[src/rtl/pgc_cfg.svh]
`ifndef PGC_CFG_SVH
`define PGC_CFG_SVH

// Datapath and bus widths
`define PGC_DW 32
`define PGC_ADR_W 10
`define PGC_SEED_W 58

// Register indices; byte address is four times the index
`define PGC_IDX_SEED_A0 10'h12d
`define PGC_IDX_SEED_A1 10'h12e
`define PGC_IDX_SEED_A2 10'h12f
`define PGC_IDX_SEED_A3 10'h130
`define PGC_IDX_SEED_B0 10'h131
`define PGC_IDX_SEED_B1 10'h132
`define PGC_IDX_SEED_B2 10'h133
`define PGC_IDX_SEED_B3 10'h134
`define PGC_IDX_TX_CTRL 10'h135
`define PGC_IDX_TX_GATE 10'h137
`define PGC_IDX_RX_CTRL 10'h15e
`define PGC_IDX_RX_GATE 10'h164
`define PGC_IDX_RX_KIND 10'h169

// Field positions, transmit control
`define PGC_TX_SQW_MSB 15
`define PGC_TX_SQW_LSB 12
`define PGC_TX_P7_BIT 10
`define PGC_TX_P23_BIT 8
`define PGC_TX_P9_BIT 6
`define PGC_TX_P31_BIT 4
`define PGC_TX_TEST_BIT 3
`define PGC_TX_PSEL_BIT 1
`define PGC_TX_DSEL_BIT 0
// Field positions, transmit clock gates
`define PGC_TX_PRBS_CE_BIT 2
`define PGC_TX_SQW_CE_BIT 1
// Field positions, receive control and gates
`define PGC_RX_P7_BIT 14
`define PGC_RX_P23_BIT 13
`define PGC_RX_P9_BIT 12
`define PGC_RX_P31_BIT 11
`define PGC_RX_TEST_BIT 10
`define PGC_RX_CE_BIT 10
`define PGC_RX_KIND_BIT 0

// Reset values
`define PGC_RST_SEED_A 58'h2aa_aaaa_aaaa_aaaa
`define PGC_RST_SEED_B 58'h155_5555_5555_5555
`define PGC_RST_SQW 4'h4

// Pattern constants
`define PGC_LF_WORD 32'h0100_009c
`define PGC_LOCK_WORDS 5'h10
`define PGC_RESEED_CNT_W 7
`define PGC_SCR_TAP_A 38
`define PGC_SCR_TAP_B 57

`endif

[src/rtl/pgc_pkg.sv]
`include "pgc_cfg.svh"

package pgc_pkg;

  // Classic Wishbone request from the master
  typedef struct packed {
    logic cyc;
    logic stb;
    logic we;
    logic [3:0] sel;
    logic [`PGC_ADR_W-1:0] adr;
    logic [`PGC_DW-1:0] dat;
  } pgc_wb_req_t;

  // Polynomial chosen by the one-hot enables
  typedef enum logic [2:0] {
    POLY_NONE,
    POLY_7,
    POLY_9,
    POLY_23,
    POLY_31
  } pgc_poly_t;

  // Verifier lock state
  typedef enum logic {
    CHK_HUNT,
    CHK_LOCKED
  } pgc_chk_state_t;

endpackage : pgc_pkg

[src/rtl/pgc_top.sv]
`timescale 1ns/1ps
`include "pgc_cfg.svh"

// Notes on behaviour
// - Test-enable bits start generator and verifier
// - PRBS inverted on send and before checking
// - Seed A, 58 bits over four registers
// - Seed B, 58 bits over four registers
// - Square wave run length 1,4,5,6,8,10
// - Transmit bits 10/8/6/4 pick PRBS polynomial
// - Pattern select one: square, zero: random
// - Data select: local faults or zeros
// - Transmit PRBS and square clock enables
// - Receive bits 14..11 pick polynomial, 10 enables
// - Receive PRBS clock enable gates verifier
// - Receive select one: square mode
// - PRBS polynomials 7, 9, 23, 31
// - Pseudo-random pattern needs no clock enable
// - No square-wave checker on receive
// - Lock, mismatch outputs and mismatch clear
// - Unassigned bits reserved, no effect
module pgc_top (
  // Clock, reset, enable
  input wire logic CORE_CLK_IN,
  input wire logic RESET_IN,
  input wire logic CLK_EN_IN,
  // Wishbone slave
  input wire pgc_pkg::pgc_wb_req_t WB_REQ_IN,
  output logic [`PGC_DW-1:0] WB_DAT_OUT,
  output logic WB_ACK_OUT,
  // Transmit parallel data toward serializer
  output logic [`PGC_DW-1:0] TX_DATA_OUT,
  // Receive parallel data and verifier status
  input wire logic [`PGC_DW-1:0] RX_DATA_IN,
  input wire logic CHECKER_MISMATCH_CLEAR_IN,
  output logic CHECKER_LOCK_FLAG_OUT,
  output logic CHECKER_MISMATCH_FLAG_OUT
);
  import pgc_pkg::*;

  // Register storage; only defined fields are kept
  logic [`PGC_SEED_W-1:0] seed_a_ff;
  logic [`PGC_SEED_W-1:0] seed_b_ff;
  logic [3:0] sqw_len_ff;
  logic [3:0] tx_poly_en_ff; // {p7, p23, p9, p31}
  logic tx_test_en_ff;
  logic tx_pat_sel_ff;
  logic data_sel_ff;
  logic tx_prbs_ce_ff;
  logic tx_sqw_ce_ff;
  logic [3:0] rx_poly_en_ff; // {p7, p23, p9, p31}
  logic rx_test_en_ff;
  logic rx_ce_ff;
  logic rx_kind_ff;

  // Generator and checker state
  logic [30:0] prbs_ff;
  logic [`PGC_SEED_W-1:0] scr_ff;
  logic [`PGC_RESEED_CNT_W-1:0] reseed_cnt_ff;
  logic use_b_ff;
  logic prp_run_ff;
  logic sqw_level_ff;
  logic [3:0] sqw_cnt_ff;
  logic [30:0] hist_ff;
  logic [4:0] clean_cnt_ff;
  pgc_chk_state_t chk_state_ff;
  logic lock_ff;
  logic mismatch_ff;
  logic [`PGC_DW-1:0] tx_data_ff;
  logic [`PGC_DW-1:0] wb_dat_ff;
  logic wb_ack_ff;

  // Bus decode
  logic wb_req;
  logic wb_wr;
  logic [`PGC_DW-1:0] rd_data;
  logic [15:0] wr16;
  logic [15:0] wmask;

  assign wb_req = WB_REQ_IN.cyc & WB_REQ_IN.stb & ~wb_ack_ff;
  assign wb_wr = wb_req & WB_REQ_IN.we;
  assign wr16 = WB_REQ_IN.dat[15:0];
  assign wmask = {{8{WB_REQ_IN.sel[1]}}, {8{WB_REQ_IN.sel[0]}}};

  // Byte-lane merge of a 16-bit register
  function automatic logic [15:0] merge16(input logic [15:0] old_v,
                                          input logic [15:0] new_v,
                                          input logic [15:0] m);
    merge16 = (old_v & ~m) | (new_v & m);
  endfunction : merge16

  // One-hot enables to polynomial; lowest bit number loses ties
  function automatic pgc_poly_t poly_of(input logic [3:0] en);
    if (en[3]) begin
      poly_of = POLY_7;
    end else if (en[2]) begin
      poly_of = POLY_23;
    end else if (en[1]) begin
      poly_of = POLY_9;
    end else if (en[0]) begin
      poly_of = POLY_31;
    end else begin
      poly_of = POLY_NONE;
    end
  endfunction : poly_of

  // Register taps: {length-1, second tap-1}
  function automatic logic [9:0] taps_of(input pgc_poly_t p);
    unique case (p)
      POLY_7: taps_of = {5'h06, 5'h05};
      POLY_9: taps_of = {5'h08, 5'h04};
      POLY_23: taps_of = {5'h16, 5'h11};
      POLY_31: taps_of = {5'h1e, 5'h1b};
      POLY_NONE: taps_of = {5'h06, 5'h05};
    endcase
  endfunction : taps_of

  // Legal square-wave run lengths
  function automatic logic sqw_legal(input logic [3:0] n);
    sqw_legal = (n == 4'h1) || (n == 4'h4) || (n == 4'h5) ||
                (n == 4'h6) || (n == 4'h8) || (n == 4'ha);
  endfunction : sqw_legal

  // Read-back; reserved bits read zero
  always_comb begin
    rd_data = '0;
    unique case (WB_REQ_IN.adr)
      `PGC_IDX_SEED_A0: rd_data[15:0] = seed_a_ff[15:0];
      `PGC_IDX_SEED_A1: rd_data[15:0] = seed_a_ff[31:16];
      `PGC_IDX_SEED_A2: rd_data[15:0] = seed_a_ff[47:32];
      `PGC_IDX_SEED_A3: rd_data[9:0] = seed_a_ff[57:48];
      `PGC_IDX_SEED_B0: rd_data[15:0] = seed_b_ff[15:0];
      `PGC_IDX_SEED_B1: rd_data[15:0] = seed_b_ff[31:16];
      `PGC_IDX_SEED_B2: rd_data[15:0] = seed_b_ff[47:32];
      `PGC_IDX_SEED_B3: rd_data[9:0] = seed_b_ff[57:48];
      `PGC_IDX_TX_CTRL: begin
        rd_data[`PGC_TX_SQW_MSB:`PGC_TX_SQW_LSB] = sqw_len_ff;
        rd_data[`PGC_TX_P7_BIT] = tx_poly_en_ff[3];
        rd_data[`PGC_TX_P23_BIT] = tx_poly_en_ff[2];
        rd_data[`PGC_TX_P9_BIT] = tx_poly_en_ff[1];
        rd_data[`PGC_TX_P31_BIT] = tx_poly_en_ff[0];
        rd_data[`PGC_TX_TEST_BIT] = tx_test_en_ff;
        rd_data[`PGC_TX_PSEL_BIT] = tx_pat_sel_ff;
        rd_data[`PGC_TX_DSEL_BIT] = data_sel_ff;
      end
      `PGC_IDX_TX_GATE: begin
        rd_data[`PGC_TX_PRBS_CE_BIT] = tx_prbs_ce_ff;
        rd_data[`PGC_TX_SQW_CE_BIT] = tx_sqw_ce_ff;
      end
      `PGC_IDX_RX_CTRL: begin
        rd_data[`PGC_RX_P7_BIT:`PGC_RX_P31_BIT] = rx_poly_en_ff;
        rd_data[`PGC_RX_TEST_BIT] = rx_test_en_ff;
      end
      `PGC_IDX_RX_GATE: rd_data[`PGC_RX_CE_BIT] = rx_ce_ff;
      `PGC_IDX_RX_KIND: rd_data[`PGC_RX_KIND_BIT] = rx_kind_ff;
      default: rd_data = '0; // Unmapped reads zero, still acked
    endcase
  end

  // Bus answer: ack one cycle after the request is seen
  always_ff @(posedge CORE_CLK_IN) begin
    if (RESET_IN) begin
      wb_ack_ff <= 1'b0;
      wb_dat_ff <= '0;
    end else if (CLK_EN_IN) begin
      wb_ack_ff <= wb_req;
      if (wb_req) begin
        wb_dat_ff <= rd_data;
      end
    end
  end

  // Seed registers, 16-bit words with byte lanes
  always_ff @(posedge CORE_CLK_IN) begin
    if (RESET_IN) begin
      seed_a_ff <= `PGC_RST_SEED_A;
      seed_b_ff <= `PGC_RST_SEED_B;
    end else if (CLK_EN_IN && wb_wr) begin
      unique case (WB_REQ_IN.adr)
        `PGC_IDX_SEED_A0:
          seed_a_ff[15:0] <= merge16(seed_a_ff[15:0], wr16, wmask);
        `PGC_IDX_SEED_A1:
          seed_a_ff[31:16] <= merge16(seed_a_ff[31:16], wr16, wmask);
        `PGC_IDX_SEED_A2:
          seed_a_ff[47:32] <= merge16(seed_a_ff[47:32], wr16, wmask);
        `PGC_IDX_SEED_A3:
          seed_a_ff[57:48] <= (seed_a_ff[57:48] & ~wmask[9:0]) |
                              (wr16[9:0] & wmask[9:0]);
        `PGC_IDX_SEED_B0:
          seed_b_ff[15:0] <= merge16(seed_b_ff[15:0], wr16, wmask);
        `PGC_IDX_SEED_B1:
          seed_b_ff[31:16] <= merge16(seed_b_ff[31:16], wr16, wmask);
        `PGC_IDX_SEED_B2:
          seed_b_ff[47:32] <= merge16(seed_b_ff[47:32], wr16, wmask);
        `PGC_IDX_SEED_B3:
          seed_b_ff[57:48] <= (seed_b_ff[57:48] & ~wmask[9:0]) |
                              (wr16[9:0] & wmask[9:0]);
        default: ;
      endcase
    end
  end

  // Control registers; unassigned bits are simply not stored
  always_ff @(posedge CORE_CLK_IN) begin
    if (RESET_IN) begin
      sqw_len_ff <= `PGC_RST_SQW;
      tx_poly_en_ff <= 4'h0;
      tx_test_en_ff <= 1'b0;
      tx_pat_sel_ff <= 1'b0;
      data_sel_ff <= 1'b0;
      tx_prbs_ce_ff <= 1'b0;
      tx_sqw_ce_ff <= 1'b0;
      rx_poly_en_ff <= 4'h0;
      rx_test_en_ff <= 1'b0;
      rx_ce_ff <= 1'b0;
      rx_kind_ff <= 1'b0;
    end else if (CLK_EN_IN && wb_wr) begin
      unique case (WB_REQ_IN.adr)
        `PGC_IDX_TX_CTRL: begin
          if (WB_REQ_IN.sel[1]) begin
            sqw_len_ff <= wr16[`PGC_TX_SQW_MSB:`PGC_TX_SQW_LSB];
            tx_poly_en_ff[3] <= wr16[`PGC_TX_P7_BIT];
            tx_poly_en_ff[2] <= wr16[`PGC_TX_P23_BIT];
          end
          if (WB_REQ_IN.sel[0]) begin
            tx_poly_en_ff[1] <= wr16[`PGC_TX_P9_BIT];
            tx_poly_en_ff[0] <= wr16[`PGC_TX_P31_BIT];
            tx_test_en_ff <= wr16[`PGC_TX_TEST_BIT];
            tx_pat_sel_ff <= wr16[`PGC_TX_PSEL_BIT];
            data_sel_ff <= wr16[`PGC_TX_DSEL_BIT];
          end
        end
        `PGC_IDX_TX_GATE: begin
          if (WB_REQ_IN.sel[0]) begin
            tx_prbs_ce_ff <= wr16[`PGC_TX_PRBS_CE_BIT];
            tx_sqw_ce_ff <= wr16[`PGC_TX_SQW_CE_BIT];
          end
        end
        `PGC_IDX_RX_CTRL: begin
          if (WB_REQ_IN.sel[1]) begin
            rx_poly_en_ff <= wr16[`PGC_RX_P7_BIT:`PGC_RX_P31_BIT];
            rx_test_en_ff <= wr16[`PGC_RX_TEST_BIT];
          end
        end
        `PGC_IDX_RX_GATE: begin
          if (WB_REQ_IN.sel[1]) begin
            rx_ce_ff <= wr16[`PGC_RX_CE_BIT];
          end
        end
        `PGC_IDX_RX_KIND: begin
          if (WB_REQ_IN.sel[0]) begin
            rx_kind_ff <= wr16[`PGC_RX_KIND_BIT];
          end
        end
        default: ;
      endcase
    end
  end

  // Transmit and receive mode decode
  pgc_poly_t tx_poly;
  pgc_poly_t rx_poly;
  logic [9:0] tx_taps;
  logic [9:0] rx_taps;
  logic sqw_mode;
  logic prbs_mode;
  logic prp_mode;
  logic prbs_step;
  logic sqw_step;
  logic rx_run;

  assign tx_poly = poly_of(tx_poly_en_ff);
  assign rx_poly = poly_of(rx_poly_en_ff);
  assign tx_taps = taps_of(tx_poly);
  assign rx_taps = taps_of(rx_poly);
  assign sqw_mode = tx_test_en_ff & tx_pat_sel_ff;
  assign prbs_mode = tx_test_en_ff & ~tx_pat_sel_ff &
                     (tx_poly != POLY_NONE);
  assign prp_mode = tx_test_en_ff & ~tx_pat_sel_ff &
                    (tx_poly == POLY_NONE);
  assign prbs_step = prbs_mode & tx_prbs_ce_ff;
  assign sqw_step = sqw_mode & tx_sqw_ce_ff & sqw_legal(sqw_len_ff);
  // Square mode on receive has no checker at all
  assign rx_run = rx_test_en_ff & rx_ce_ff & ~rx_kind_ff &
                  (rx_poly != POLY_NONE);

  // Next words of each generator, bit 0 first in time
  logic [30:0] nxt_prbs;
  logic [`PGC_DW-1:0] prbs_word;
  logic [`PGC_SEED_W-1:0] nxt_scr;
  logic [`PGC_SEED_W-1:0] scr_base;
  logic [`PGC_DW-1:0] prp_word;
  logic [`PGC_DW-1:0] prp_data;
  logic nxt_sqw_level;
  logic [3:0] nxt_sqw_cnt;
  logic [`PGC_DW-1:0] sqw_word;

  always_comb begin
    logic [30:0] s;
    logic b;
    b = 1'b0;
    s = (prbs_ff == '0) ? '1 : prbs_ff; // Escape the all-zero lockup
    prbs_word = '0;
    for (int i = 0; i < `PGC_DW; i++) begin
      b = s[tx_taps[9:5]] ^ s[tx_taps[4:0]];
      s = {s[29:0], b};
      prbs_word[i] = ~b;
    end
    nxt_prbs = s;
  end

  // Self-synchronising 58-bit scrambler over the data pattern
  always_comb begin
    logic [`PGC_SEED_W-1:0] s;
    logic b;
    s = '0;
    b = 1'b0;
    prp_data = data_sel_ff ? `PGC_LF_WORD : '0;
    scr_base = scr_ff;
    if (!prp_run_ff || (reseed_cnt_ff == '0)) begin
      scr_base = use_b_ff ? seed_b_ff : seed_a_ff;
    end
    s = scr_base;
    prp_word = '0;
    for (int i = 0; i < `PGC_DW; i++) begin
      b = prp_data[i] ^ s[`PGC_SCR_TAP_A] ^ s[`PGC_SCR_TAP_B];
      s = {s[`PGC_SEED_W-2:0], b};
      prp_word[i] = b;
    end
    nxt_scr = s;
  end

  // Square wave: equal runs of ones and zeros
  always_comb begin
    logic lvl;
    logic [3:0] cnt;
    lvl = sqw_level_ff;
    cnt = sqw_cnt_ff;
    sqw_word = '0;
    for (int i = 0; i < `PGC_DW; i++) begin
      sqw_word[i] = lvl;
      cnt = cnt + 4'h1;
      if (cnt >= sqw_len_ff) begin
        cnt = 4'h0;
        lvl = ~lvl;
      end
    end
    nxt_sqw_level = lvl;
    nxt_sqw_cnt = cnt;
  end

  // PRBS generator state, frozen while its clock gate is off
  always_ff @(posedge CORE_CLK_IN) begin
    if (RESET_IN) begin
      prbs_ff <= '1;
    end else if (CLK_EN_IN && prbs_step) begin
      prbs_ff <= nxt_prbs;
    end
  end

  // Pseudo-random pattern runs on every enabled cycle, no gate
  always_ff @(posedge CORE_CLK_IN) begin
    if (RESET_IN) begin
      scr_ff <= '0;
      reseed_cnt_ff <= '0;
      use_b_ff <= 1'b0;
      prp_run_ff <= 1'b0;
    end else if (CLK_EN_IN) begin
      prp_run_ff <= prp_mode;
      if (prp_mode) begin
        scr_ff <= nxt_scr;
        reseed_cnt_ff <= reseed_cnt_ff + 7'h01;
        if (reseed_cnt_ff == '1) begin
          use_b_ff <= ~use_b_ff; // Alternate seeds each period
        end
      end else begin
        reseed_cnt_ff <= '0;
        use_b_ff <= 1'b0;
      end
    end
  end

  // Square wave state; illegal length holds it still
  always_ff @(posedge CORE_CLK_IN) begin
    if (RESET_IN) begin
      sqw_level_ff <= 1'b1;
      sqw_cnt_ff <= 4'h0;
    end else if (CLK_EN_IN) begin
      if (!sqw_mode) begin
        sqw_level_ff <= 1'b1;
        sqw_cnt_ff <= 4'h0;
      end else if (sqw_step) begin
        sqw_level_ff <= nxt_sqw_level;
        sqw_cnt_ff <= nxt_sqw_cnt;
      end
    end
  end

  // Transmit output word; a gated generator holds its last word
  always_ff @(posedge CORE_CLK_IN) begin
    if (RESET_IN) begin
      tx_data_ff <= '0;
    end else if (CLK_EN_IN) begin
      if (!tx_test_en_ff) begin
        tx_data_ff <= '0;
      end else if (sqw_step) begin
        tx_data_ff <= sqw_word;
      end else if (prbs_step) begin
        tx_data_ff <= prbs_word;
      end else if (prp_mode) begin
        tx_data_ff <= prp_word;
      end else if (sqw_mode && !sqw_legal(sqw_len_ff)) begin
        tx_data_ff <= '0;
      end
    end
  end

  // Verifier: predict each bit from the inverted history
  logic [30:0] nxt_hist;
  logic word_err;

  always_comb begin
    logic [30:0] h;
    logic b;
    b = 1'b0;
    h = hist_ff;
    word_err = 1'b0;
    for (int i = 0; i < `PGC_DW; i++) begin
      b = ~RX_DATA_IN[i];
      if (b != (h[rx_taps[9:5]] ^ h[rx_taps[4:0]])) begin
        word_err = 1'b1;
      end
      h = {h[29:0], b};
    end
    nxt_hist = h;
  end

  // Lock after a run of clean words; errors after lock are sticky
  always_ff @(posedge CORE_CLK_IN) begin
    if (RESET_IN) begin
      hist_ff <= '0;
      clean_cnt_ff <= '0;
      chk_state_ff <= CHK_HUNT;
      lock_ff <= 1'b0;
    end else if (CLK_EN_IN) begin
      if (!rx_run) begin
        clean_cnt_ff <= '0;
        chk_state_ff <= CHK_HUNT;
        lock_ff <= 1'b0;
      end else begin
        hist_ff <= nxt_hist;
        unique case (chk_state_ff)
          CHK_HUNT: begin
            if (word_err) begin
              clean_cnt_ff <= '0;
            end else if (clean_cnt_ff == `PGC_LOCK_WORDS - 5'h1) begin
              chk_state_ff <= CHK_LOCKED;
              lock_ff <= 1'b1;
            end else begin
              clean_cnt_ff <= clean_cnt_ff + 5'h1;
            end
          end
          CHK_LOCKED: lock_ff <= 1'b1;
        endcase
      end
    end
  end

  // Sticky mismatch; a new error wins over a same-cycle clear
  always_ff @(posedge CORE_CLK_IN) begin
    if (RESET_IN) begin
      mismatch_ff <= 1'b0;
    end else if (CLK_EN_IN) begin
      if (rx_run && chk_state_ff == CHK_LOCKED && word_err) begin
        mismatch_ff <= 1'b1;
      end else if (CHECKER_MISMATCH_CLEAR_IN) begin
        mismatch_ff <= 1'b0;
      end
    end
  end

  // Outputs straight from flops
  assign WB_DAT_OUT = wb_dat_ff;
  assign WB_ACK_OUT = wb_ack_ff;
  assign TX_DATA_OUT = tx_data_ff;
  assign CHECKER_LOCK_FLAG_OUT = lock_ff;
  assign CHECKER_MISMATCH_FLAG_OUT = mismatch_ff;

endmodule : pgc_top

[config.mk]
export PLATFORM = sky130hd
export DESIGN_NAME = pgc_top
export DESIGN_NICKNAME = d
export VERILOG_FILES = /design/src/rtl/pgc_pkg.sv /design/src/rtl/pgc_top.sv
export VERILOG_INCLUDE_DIRS = /design/src /design/src/rtl
export SDC_FILE = /design/constraint.sdc
export NUM_CORES = 1
export LEC_CHECK = 0
export ABC_AREA = 0
export BUFFER_PORTS_ARGS = -buffer_cell sky130_fd_sc_hd__buf_2
export CAP_MARGIN = 20
export CORE_MARGIN = 10
export CORE_UTILIZATION = 43
export CTS_CLUSTER_SIZE = 24
export DETAILED_ROUTE_END_ITERATION = 8
export GPL_ROUTABILITY_DRIVEN = 0
export HOLD_SLACK_MARGIN = 0.08
export PLACE_DENSITY_LB_ADDON = 0.3
export SYNTH_ARGS = -nofsm -noshare
export SYNTH_HDL_FRONTEND = slang
export SYNTH_SLANG_ARGS = --single-unit
[constraint.sdc]
create_clock -name CORE_CLK_IN -period 53.2 [get_ports CORE_CLK_IN]
set_clock_uncertainty 0.1 [all_clocks]
set_input_delay 2.66 -clock CORE_CLK_IN [delete_from_list [all_inputs] [get_ports CORE_CLK_IN]]
set_output_delay 2.66 -clock CORE_CLK_IN [all_outputs]
set_load 0.1 [all_outputs]
## Word-level counts from Yosys, hierarchy flattened

Index checks and enable logic that the tools add are counted.

- Multiplexer cells: 405
- $lt $le $gt $ge: 36
- Equality and inequality tests: 68
- Add/subtract/negate cells: 34
- Bitwise gates (word level): 262
- Reductions and logical operators: 45

Operators with widths:

| operator | number |
|---|---|
| $bmux W1 S5 | 128 |
| $mux W1 | 205 |
| $mux W32 | 5 |
| $mux W4 | 34 |
| $eq A10 B9 Y1 const B | 13 |
| $add A4 B1 Y4 const B | 32 |
| $ge A4 B4 Y1 | 32 |
| $xor A1 B1 Y1 | 121 |
| $mux W58 | 2 |
| $and A16 B16 Y16 | 7 |
| $not A1 Y1 | 101 |
| $or A16 B16 Y16 | 6 |
| $pmux W10 S4 | 2 |
| $pmux W1 S9 | 4 |
| $ne A1 B1 Y1 | 32 |
| $logic_not A31 Y1 | 1 |
| $mux W31 | 1 |
| $and A10 B10 Y10 | 3 |
| $reduce_and A2 Y1 | 15 |
| $mux W25 | 1 |
| $lt A5 B6 Y1 const B | 4 |
| $mux W3 | 8 |
| $pmux W1 S8 | 3 |
| $pmux W3 S8 | 1 |
| 34 further kinds | 89 |

- Logic and storage cells: 885
- Register bits: 327
- Output and inout bits: 67
- Bits of input ports: 85

## Longest topological paths before layout

Gate-level depths: netlist of the first run.

- Depth after elaboration: 107
- Mapped depth: 265
- Mapped depth without buffers: 243

## Worst setup path before layout of the first run

Ideal clock, no wire load.

- Kind: register -> register
- Start: register sqw_len_ff[0]
- End: register sqw_level_ff
- Period minus slack after synthesis: 53.760 ns
- Data required time: 52.977 ns
- Buffers on the path: 24
- Arrival: 53.536 ns
- Library setup time: 0.123 ns
- Setup slack: -0.560 ns
- Cell stages (with the launch flop): 260
- Path through: dfxtp_1 -> ha_1 -> nand2b_1 -> a211oi_1 -> o21ai_0 -> inv_1 -> ha_1 -> a21boi_0 -> a31oi_1 -> and2_1 -> inv_1 -> ha_1 -> o21a_1 -> nor2_1 -> o21ai_0 -> inv_1 -> ha_1 -> clkbuf_1 -> (+224 left out) -> a21o_1 -> a21oi_1 -> inv_1 -> nor2_1 -> ha_1 -> ha_1 -> a21o_1 -> a21o_1 -> a21o_1 -> nor2_1 -> ha_1 -> ha_1 -> a21o_1 -> a21o_1 -> a21oi_1 -> xor2_1 -> a32oi_1 -> or2_2

- Longest elaborated chain between the ends: 97
- Elaborated cells between the ends (all ways): 173
- Those cells by class: add/sub: 31; order compare: 32; eq/ne: 7; mux: 65; bitwise: 32; reduce/logical: 6

Ends and longest elaborated chain:

| item | RTL line | RTL |
|---|---|---|
| from (decl) | pgc_top.sv:44 | `logic [3:0] sqw_len_ff;` |
| from (signal assigned) | pgc_top.sv:206 | `` sqw_len_ff <= `PGC_RST_SQW; `` |
| from (signal assigned) | pgc_top.sv:221 | `` sqw_len_ff <= wr16[`PGC_TX_SQW_MSB:`PGC_TX_SQW_LSB]; `` |
| $ge A4 B4 Y1 | pgc_top.sv:343 | `if (cnt >= sqw_len_ff) begin` |
| $mux W4 | pgc_top.sv:343 |  |
| $add A4 B1 Y4 | pgc_top.sv:342 | `cnt = cnt + 4'h1;` |
| $ge A4 B4 Y1 | pgc_top.sv:343 |  |
| $mux W4 | pgc_top.sv:343 |  |
| $add A4 B1 Y4 | pgc_top.sv:342 |  |
| $ge A4 B4 Y1 | pgc_top.sv:343 |  |
| $mux W4 | pgc_top.sv:343 |  |
| (+81 left out) | n/a |  |
| $add A4 B1 Y4 | pgc_top.sv:342 |  |
| $ge A4 B4 Y1 | pgc_top.sv:343 |  |
| $mux W4 | pgc_top.sv:343 |  |
| $add A4 B1 Y4 | pgc_top.sv:342 |  |
| $ge A4 B4 Y1 | pgc_top.sv:343 |  |
| $mux W1 | pgc_top.sv:343 |  |
| $mux W1 | pgc_top.sv:392 | `end else if (sqw_step) begin` |
| $mux W1 | pgc_top.sv:389 | `if (!sqw_mode) begin` |
| to (signal assigned) | pgc_top.sv:393 | `sqw_level_ff <= nxt_sqw_level;` |
| to (decl) | pgc_top.sv:62 | `logic sqw_level_ff;` |

Parallel ways exist; a longest one is shown, timed or not. The select of a mux whose other input is x is not followed.
A chain may end at the register's enable or synchronous reset.

## Worst setup path in the final report of the first run

- Start: register sqw_cnt_ff[0]
- End: register sqw_level_ff

- Longest elaborated chain between the ends: 98
- Elaborated cells between the ends (all ways): 160
- Those cells by class: add/sub: 32; order compare: 32; mux: 65; bitwise: 31

Ends and longest elaborated chain:

| item | RTL line | RTL |
|---|---|---|
| from (decl) | pgc_top.sv:63 | `logic [3:0] sqw_cnt_ff;` |
| from (signal assigned) | pgc_top.sv:394 | `sqw_cnt_ff <= nxt_sqw_cnt;` |
| $add A4 B1 Y4 * | pgc_top.sv:342 |  |
| $ge A4 B4 Y1 | pgc_top.sv:343 |  |
| $mux W4 | pgc_top.sv:343 |  |
| $add A4 B1 Y4 | pgc_top.sv:342 |  |
| $ge A4 B4 Y1 | pgc_top.sv:343 |  |
| $mux W4 | pgc_top.sv:343 |  |
| $add A4 B1 Y4 | pgc_top.sv:342 |  |
| $ge A4 B4 Y1 | pgc_top.sv:343 |  |
| (+82 left out) | n/a |  |
| $add A4 B1 Y4 | pgc_top.sv:342 |  |
| $ge A4 B4 Y1 | pgc_top.sv:343 |  |
| $mux W4 | pgc_top.sv:343 |  |
| $add A4 B1 Y4 | pgc_top.sv:342 |  |
| $ge A4 B4 Y1 | pgc_top.sv:343 |  |
| $mux W1 * | pgc_top.sv:343 |  |
| $mux W1 * | pgc_top.sv:392 |  |
| $mux W1 * | pgc_top.sv:389 |  |

Mark *: on every way between the ends. The rest lies on a longest branch, timed or not. The select of a mux whose other input is x is not followed.

==> impl_results.html, run 1 <==
<table>
<tr><th>Metric</th><th>Value</th></tr>
<tr><th colspan="2">Synthesis</th></tr>
<tr><td>Unique cell type count in the Yosys netlist</td><td>90</td></tr>
<tr><td>Area share of the largest cell type after synthesis</td><td>0.2362</td></tr>
<tr><td>Proportion of synthesized flip-flops having asynchronous set or reset</td><td>0</td></tr>
<tr><td>Number of warning messages in the yosys log</td><td>0</td></tr>
<tr><td>Register bit count reported by yosys</td><td>327</td></tr>
<tr><td>Dominant cell type by area after synthesis</td><td>sky130_fd_sc_hd__dfxtp_1</td></tr>
<tr><td>Prevailing post-synth register cell</td><td>sky130_fd_sc_hd__dfxtp_1</td></tr>
<tr><td>Number of synthesized flops with an enable pin</td><td>0</td></tr>
<tr><td>Share of the yosys chip area belonging to registers</td><td>0.2362</td></tr>
<tr><td>Mean cell area of the mapped netlist</td><td>7.425 sq um</td></tr>
<tr><td>Area of the mapped netlist</td><td>27710 sq um</td></tr>
<tr><td>Top post-synthesis cells by area</td><td>sky130_fd_sc_hd__dfxtp_1, sky130_fd_sc_hd__ha_1, sky130_fd_sc_hd__mux2i_1</td></tr>
<tr><td>Number of cells produced by synthesis</td><td>3732</td></tr>
<tr><th colspan="2">Clock tree</th></tr>
<tr><td>Library cell used as clock root buffer</td><td>sky130_fd_sc_hd__clkbuf_16</td></tr>
<tr><td>Total CTS buffers</td><td>38</td></tr>
<tr><td>Insertion delay of the later-clocked pin in the worst-skew pair</td><td>0.58 ns</td></tr>
<tr><td>Max Root-Sink Buffers</td><td>3</td></tr>
<tr><td>Number of levels the H-tree was split into</td><td>2</td></tr>
<tr><td>Number of buffers added to fix hold violations after cts</td><td>0</td></tr>
<tr><td># clock sinks</td><td>327</td></tr>
<tr><td>Clock tree from TritonCTS</td><td>built</td></tr>
<tr><td>Clock-pin slew on the worst setup and hold paths</td><td>0.06 ns</td></tr>
<tr><th colspan="2">Routing</th></tr>
<tr><td>Detailed Route WL</td><td>93400 um</td></tr>
<tr><td>Starting DRT DRC Count</td><td>3001</td></tr>
<tr><td>Antenna-violating nets left</td><td>0</td></tr>
<tr><td>Average wire per cell in the routed design</td><td>20.19 um</td></tr>
<tr><td>Number of vias per cell after detailed routing</td><td>5.985</td></tr>
<tr><td>Pre-antenna DRT Iters</td><td>7</td></tr>
<tr><td>Residual DRC</td><td>0</td></tr>
<tr><td>Routed via count</td><td>27.69k</td></tr>
<tr><th colspan="2">Outcome</th></tr>
<tr><td>Result of the run</td><td>finished, final reports clean</td></tr>
<tr><th colspan="2">STA</th></tr>
<tr><td>Measured slew at the worst slew-check pin</td><td>1.146 ns</td></tr>
<tr><td>Max-slew headroom</td><td>0.2318</td></tr>
<tr><td>Finish-stage setup viols</td><td>0</td></tr>
<tr><td>Post-layout min period</td><td>49.78 ns</td></tr>
<tr><td>Achievable frequency</td><td>20.09 MHz</td></tr>
<tr><td>Fin. Hold Viols</td><td>0</td></tr>
<tr><td>Share of the clock period used by the worst path after layout</td><td>0.9357</td></tr>
<tr><td>Max-slew violation total from the final report</td><td>0</td></tr>
<tr><th colspan="2">Final layout</th></tr>
<tr><td>Synthesis-to-finish area growth</td><td>11.79%</td></tr>
<tr><td>Proportion of layout cells with a drive suffix above 1</td><td>0.1130</td></tr>
<tr><td>Fillers</td><td>6402</td></tr>
<tr><td>Net total in the final layout</td><td>3992</td></tr>
<tr><td>Fin cells</td><td>4627</td></tr>
<tr><th colspan="2">Worst setup path</th></tr>
<tr><td>Arrival time worst endpoint</td><td>50.12 ns</td></tr>
<tr><td>Slowest cell on the critical path</td><td>sky130_fd_sc_hd__a2111o_1</td></tr>
<tr><td>Cell repeated most along the worst path</td><td>sky130_fd_sc_hd__a21o_1</td></tr>
<tr><td>Crit path buf inv count</td><td>17</td></tr>
<tr><td>Largest stage delay on the critical path</td><td>0.45 ns</td></tr>
<tr><td>Cell class contributing the biggest share of worst-path delay</td><td>compound AO/OA/AOI/OAI gates</td></tr>
<tr><td>Critical path endpoint category</td><td>register</td></tr>
<tr><td>Crit Path Max Fanout</td><td>10</td></tr>
<tr><td>Startpoint class of the critical path</td><td>register</td></tr>
<tr><td>Type of the setup path with the least slack</td><td>register to register</td></tr>
<tr><td>Data required, critical path</td><td>53.54 ns</td></tr>
<tr><th colspan="2">Floorplanning</th></tr>
<tr><td>Die width</td><td>273.9 um</td></tr>
<tr><td>I/O pin count</td><td>152</td></tr>
<tr><td>Initial core utilization</td><td>0.4322</td></tr>
<tr><td>Height of the die</td><td>273.9 um</td></tr>
<tr><td>Core box area</td><td>64120 sq um</td></tr>
<tr><td>Row count</td><td>93</td></tr>
<tr><td>Die Outline Area</td><td>75000 sq um</td></tr>
<tr><th colspan="2">Global route</th></tr>
<tr><td>Antenna violations before repair</td><td>1</td></tr>
<tr><td>Global-route total usage across every layer</td><td>0.2355</td></tr>
<tr><td>Pin count of the biggest net entering global routing</td><td>208</td></tr>
<tr><td>Wire length of the first global-routing pass</td><td>143200 um</td></tr>
<tr><td>Number of global-route vias before repair</td><td>24.69k</td></tr>
<tr><td>Overflow left after global routing</td><td>0</td></tr>
<tr><th colspan="2">Worst hold path</th></tr>
<tr><td>Hold Crit Class</td><td>register to register</td></tr>
<tr><th colspan="2">Placement</th></tr>
<tr><td>Instance count after placement with tap cells included</td><td>4547</td></tr>
<tr><td>Input/output buffers</td><td>117</td></tr>
<tr><td>Post-detail-place hpwl</td><td>65390 um</td></tr>
<tr><th colspan="2">Flow run</th></tr>
<tr><td>Number of max-cap violations</td><td>0</td></tr>
</table>
-- synthesized netlist by cell type (all sizes together) (13+ instances only) --
| cell type | number |
|---|---|
| a221oi | 35 |
| a21o | 84 |
| nor2b | 70 |
| o22ai | 25 |
| dfxtp | 327 |
| nand2 | 421 |
| nor3b | 13 |
| nand4 | 26 |
| and3 | 43 |
| clkbuf | 226 |
| nand3 | 74 |
| nor4 | 18 |
| a21oi | 305 |
| and2 | 47 |
| o211ai | 33 |
| xor2 | 74 |
| nor3 | 64 |
| inv | 53 |
| ha | 164 |
| nand3b | 19 |
| mux2i | 194 |
| a211o | 86 |
| o21ai | 205 |
| nand2b | 52 |
| or2 | 13 |
| xnor2 | 198 |
| a211oi | 105 |
| nor2 | 468 |
| a31oi | 47 |
| buf | 63 |
| a22oi | 31 |
-- stage by stage --
step,hold WS [ns],setup WS [ns],TNS [ns],util,area (sq um)
4_1_cts,0.3516,0.07990,0,0.4780,30650
2_1_floorplan,0.3319,0.02292,0,-,27780
3_3_place_gp,0.3387,0.3043,0,0.4571,29310
3_5_place_dp,0.3437,-0.1510,-0.2007,0.4571,29310
5_1_grt,0.3643,-0.1703,-0.4944,0.4831,30980
6_report,0.3509,3.419,0,0.4832,30980
-- final cells by class --
type / instances / area, sq um / share of cell area
clock inverter: 17 / 274.0 / 0.008845
multi-input combinational: 3076 / 20210 / 0.6525
inverter: 55 / 210.2 / 0.006785
clock buffer: 51 / 1060 / 0.03421
tap: 855 / 1070 / 0.03453
timing repair buffer: 245 / 1598 / 0.05158
sequential: 327 / 6553 / 0.2115
antenna: 1 / 2.502 / 0.00008078
-- final timing paths --
kind | start | end | slack [ns] | depth (start not counted)
setup / recovery | sqw_cnt_ff[0] | sqw_level_ff | 3.42 | 242
hold / removal | scr_ff[37] | scr_ff[37] | 0.35 | 2
setup reg to reg | sqw_cnt_ff[0] | sqw_level_ff | 3.42 | 242
hold reg to reg | scr_ff[37] | scr_ff[37] | 0.35 | 2
-- cells by family after synthesis --
logic type | Yosys count | synth area share
AO/OA/AOI/OAI | 1046 | 0.2453
adder cells (fa/ha/maj) | 164 | 0.07405
AND/OR/NAND/NOR | 1373 | 0.2309
flip-flops | 327 | 0.2362
other | 1 | 0.0001353
XOR/XNOR | 272 | 0.08624
buffers and inverters | 344 | 0.04917
multiplexers | 205 | 0.07798
-- cells in the final DEF (no fill, tap or decap), drive strengths merged, types with 10 or more instances in the layout --
cell type  count
a211o         86
a211oi       105
a21o          84
a21oi        305
a221oi        35
a22oi         31
a31oi         47
and2          47
and3          43
buf          245
clkbuf        51
conb          16
dfxtp        327
ha           164
inv           55
mux2          11
mux2i        194
nand2        421
nand2b        52
nand3         74
nand3b        19
nand4         26
nand4b        10
nor2         468
nor2b         70
nor3          64
nor3b         13
nor4          18
o211ai        33
o21a          11
o21ai        205
o22ai         25
or2           13
or3           11
xnor2        198
xor2          74
-- worst reg2reg max path: cells and delay by family (launching register included) --
| family | cells | cell delay, ns |
|---|---|---|
| muxes | 2 | 0.42 |
| buffers and inverters | 17 | 2.03 |
| AOI/OAI and AO/OA | 98 | 18.75 |
| adders and majority gates | 57 | 15.30 |
| DFF | 1 | 0.37 |
| and+or+nand+nor | 58 | 10.40 |
| xor gates and xnor gates | 10 | 2.29 |
-- timing repair --
action / CTS / global route
resized for setup: 2 / 52
setup buffers: 0 / 9
setup endpoints to repair: 5 / 7
pin swaps: 0 / 5
-- metal layers --
metal,track usage,up-vias,wire length (um)
li1,-,13352,-
met1,0.3143,12937,40230
met2,0.3756,1169,42120
met3,0.03093,233,6697
met4,0.1016,2,4338
met5,0,-,13
Power of run 1 is left out: the tool's default activity adds up to more than one toggle a clock period on the data nets, which glitch-free logic cannot reach.
==> inputs of run 2 (changes only) <==
--- a/config.mk
+++ b/config.mk
@@ -7,10 +7,10 @@
 export NUM_CORES = 1
 export LEC_CHECK = 0
 export ABC_AREA = 0
-export BUFFER_PORTS_ARGS = -buffer_cell sky130_fd_sc_hd__buf_2
+export BUFFER_PORTS_ARGS = -buffer_cell sky130_fd_sc_hd__clkbuf_2
 export CAP_MARGIN = 20
 export CORE_MARGIN = 10
-export CORE_UTILIZATION = 43
+export CORE_UTILIZATION = 40
 export CTS_CLUSTER_SIZE = 24
 export DETAILED_ROUTE_END_ITERATION = 8
 export GPL_ROUTABILITY_DRIVEN = 0
==> impl_results.html, run 2 (synthesized netlist as in run 1, its figures left out) <==
<table>
<tr><th>Metric</th><th>Value</th></tr>
<tr><th colspan="2">Outcome</th></tr>
<tr><td>Result of the run</td><td>finished, final reports clean (unchanged)</td></tr>
<tr><th colspan="2">Floorplanning</th></tr>
<tr><td>Height of the die</td><td>283.2 um (was 273.9 um)</td></tr>
<tr><td>Die Outline Area</td><td>80210 sq um (was 75000 sq um)</td></tr>
<tr><td>Initial core utilization</td><td>0.4040 (was 0.4322)</td></tr>
<tr><td>Die width</td><td>283.2 um (was 273.9 um)</td></tr>
<tr><td>I/O pin count</td><td>152 (unchanged)</td></tr>
<tr><td>Core box area</td><td>68590 sq um (was 64120 sq um)</td></tr>
<tr><td>Row count</td><td>96 (was 93)</td></tr>
<tr><th colspan="2">Worst setup path</th></tr>
<tr><td>Cell repeated most along the worst path</td><td>sky130_fd_sc_hd__a21o_1 (unchanged)</td></tr>
<tr><td>Crit Path Max Fanout</td><td>14 (was 10)</td></tr>
<tr><td>Cell class contributing the biggest share of worst-path delay</td><td>compound AO/OA/AOI/OAI gates (unchanged)</td></tr>
<tr><td>Data required, critical path</td><td>53.55 ns (was 53.54 ns)</td></tr>
<tr><td>Largest stage delay on the critical path</td><td>0.58 ns (was 0.45 ns)</td></tr>
<tr><td>Critical path endpoint category</td><td>register (unchanged)</td></tr>
<tr><td>Type of the setup path with the least slack</td><td>register to register (unchanged)</td></tr>
<tr><td>Slowest cell on the critical path</td><td>sky130_fd_sc_hd__o311ai_0 (was sky130_fd_sc_hd__a2111o_1)</td></tr>
<tr><td>Startpoint class of the critical path</td><td>register (unchanged)</td></tr>
<tr><td>Crit path buf inv count</td><td>23 (was 17)</td></tr>
<tr><td>Arrival time worst endpoint</td><td>49.98 ns (was 50.12 ns)</td></tr>
<tr><th colspan="2">Clock tree</th></tr>
<tr><td>Library cell used as clock root buffer</td><td>sky130_fd_sc_hd__clkbuf_16 (unchanged)</td></tr>
<tr><td>Insertion delay of the later-clocked pin in the worst-skew pair</td><td>0.57 ns (was 0.58 ns)</td></tr>
<tr><td>Number of buffers added to fix hold violations after cts</td><td>0 (unchanged)</td></tr>
<tr><td>Total CTS buffers</td><td>37 (was 38)</td></tr>
<tr><td>Number of levels the H-tree was split into</td><td>2 (unchanged)</td></tr>
<tr><td>Clock tree from TritonCTS</td><td>built (unchanged)</td></tr>
<tr><td># clock sinks</td><td>327 (unchanged)</td></tr>
<tr><td>Clock-pin slew on the worst setup and hold paths</td><td>0.07 ns (was 0.06 ns)</td></tr>
<tr><td>Max Root-Sink Buffers</td><td>3 (unchanged)</td></tr>
<tr><th colspan="2">Final layout</th></tr>
<tr><td>Area of the multi-input gates</td><td>20320 sq um (was 20210 sq um)</td></tr>
<tr><td># diodes</td><td>0 (was 1)</td></tr>
<tr><td>Proportion of layout cells with a drive suffix above 1</td><td>0.1134 (was 0.1130)</td></tr>
<tr><td>Leading cell type in the layout, fill and taps excluded</td><td>sky130_fd_sc_hd__nor2_1 (unchanged)</td></tr>
<tr><td>Synthesis-to-finish area growth</td><td>11.82% (was 11.79%)</td></tr>
<tr><td>Fillers</td><td>6977 (was 6402)</td></tr>
<tr><td>Layout Utilization</td><td>0.4518 (was 0.4832)</td></tr>
<tr><td>Commonest cells after routing, fill and taps aside</td><td>sky130_fd_sc_hd__nor2_1, sky130_fd_sc_hd__nand2_1, sky130_fd_sc_hd__dfxtp_1 (unchanged)</td></tr>
<tr><td>Sequential standard cell area</td><td>6551 sq um (was 6553 sq um)</td></tr>
<tr><td>Net total in the final layout</td><td>3984 (was 3992)</td></tr>
<tr><th colspan="2">STA</th></tr>
<tr><td>Measured slew at the worst slew-check pin</td><td>1.144 ns (was 1.146 ns)</td></tr>
<tr><td>Max-slew headroom</td><td>0.2375 (was 0.2318)</td></tr>
<tr><td>Achievable frequency</td><td>20.15 MHz (was 20.09 MHz)</td></tr>
<tr><td>Share of the clock period used by the worst path after layout</td><td>0.9330 (was 0.9357)</td></tr>
<tr><td>Fin. Hold Viols</td><td>0 (unchanged)</td></tr>
<tr><td>Max-slew violation total from the final report</td><td>0 (unchanged)</td></tr>
<tr><td>Finish-stage setup viols</td><td>0 (unchanged)</td></tr>
<tr><td>Post-layout min period</td><td>49.63 ns (was 49.78 ns)</td></tr>
<tr><th colspan="2">Worst hold path</th></tr>
<tr><td>Hold Crit Class</td><td>register to register (unchanged)</td></tr>
<tr><th colspan="2">Global route</th></tr>
<tr><td>Overflow left after global routing</td><td>0 (unchanged)</td></tr>
<tr><td>Antenna violations before repair</td><td>2 (was 1)</td></tr>
<tr><td>Wire length of the first global-routing pass</td><td>146500 um (was 143200 um)</td></tr>
<tr><td>Global-route total usage across every layer</td><td>0.2211 (was 0.2355)</td></tr>
<tr><td>Number of global-route vias before repair</td><td>25.19k (was 24.69k)</td></tr>
<tr><td>Pin count of the biggest net entering global routing</td><td>211 (was 208)</td></tr>
<tr><th colspan="2">Routing</th></tr>
<tr><td>Detailed Route WL</td><td>94710 um (was 93400 um)</td></tr>
<tr><td>Number of vias per cell after detailed routing</td><td>5.910 (was 5.985)</td></tr>
<tr><td>Routed via count</td><td>27.71k (was 27.69k)</td></tr>
<tr><td>Residual DRC</td><td>0 (unchanged)</td></tr>
<tr><td>Starting DRT DRC Count</td><td>3227 (was 3001)</td></tr>
<tr><td>Antenna-violating nets left</td><td>0 (unchanged)</td></tr>
<tr><td>Average wire per cell in the routed design</td><td>20.20 um (was 20.19 um)</td></tr>
<tr><td>Pre-antenna DRT Iters</td><td>6 (was 7)</td></tr>
<tr><th colspan="2">Placement</th></tr>
<tr><td>Input/output buffers</td><td>117 (unchanged)</td></tr>
<tr><td>Post-detail-place hpwl</td><td>66270 um (was 65390 um)</td></tr>
<tr><th colspan="2">Flow run</th></tr>
<tr><td>Number of max-cap violations</td><td>0 (unchanged)</td></tr>
</table>
[run 2: repair_timing]
action	CTS	global route
gates resized for setup	7	70
setup endpoints to repair	5	7
gates cloned	0	0
pin swaps	0	7
buffers inserted	0	15
[run 2: path summary, 6_finish.rpt]
kind                                      to  slack (ns)          start  cells past startpoint
worst max-delay path            sqw_level_ff        3.57  sqw_cnt_ff[0]                    245
worst max register to register  sqw_level_ff        3.57  sqw_cnt_ff[0]                    245
worst min register to register    scr_ff[38]        0.35     scr_ff[38]                      2
worst min-delay path              scr_ff[38]        0.35     scr_ff[38]                      2
[run 2: metrics by stage]
step	worst slack [ns]	hold slack [ns]	std cells	setup TNS [ns]	cell area (sq um)
3_3_place_gp	0.1534	0.3400	4608	0	29290
2_1_floorplan	0.02292	0.3319	3747	0	27780
5_1_grt	-0.1256	0.3715	4689	-0.3195	30990
4_1_cts	0.1661	0.3517	4671	0	30520
6_report	3.567	0.3529	4689	0	30990
3_5_place_dp	-0.3187	0.3435	4609	-1.185	29300
[run 2: worst min-delay path: cells and delay by family, from the launching register on]
kind,cells,cell delay (ns)
flip-flops,1,0.31
AO/OA/AOI/OAI,1,0.05
AND/OR/NAND/NOR,1,0.05
[run 2: area by class of cell]
class,count,area share
clock buffer,47,0.03238
clock inverter,15,0.006178
inverter,55,0.006784
multi-input combinational,3076,0.6558
sequential,327,0.2114
tap,931,0.03759
timing repair buffer,238,0.04987
[run 2: routing by layer]
metal,global-route usage,vias to the layer above,share of wire
li1,-,13328,-
met1,0.2914,12983,0.43
met2,0.3518,1158,0.45
met3,0.03082,238,0.075
met4,0.1047,4,0.049
met5,0,-,0.00021
Power of run 2 is left out for the same reason.
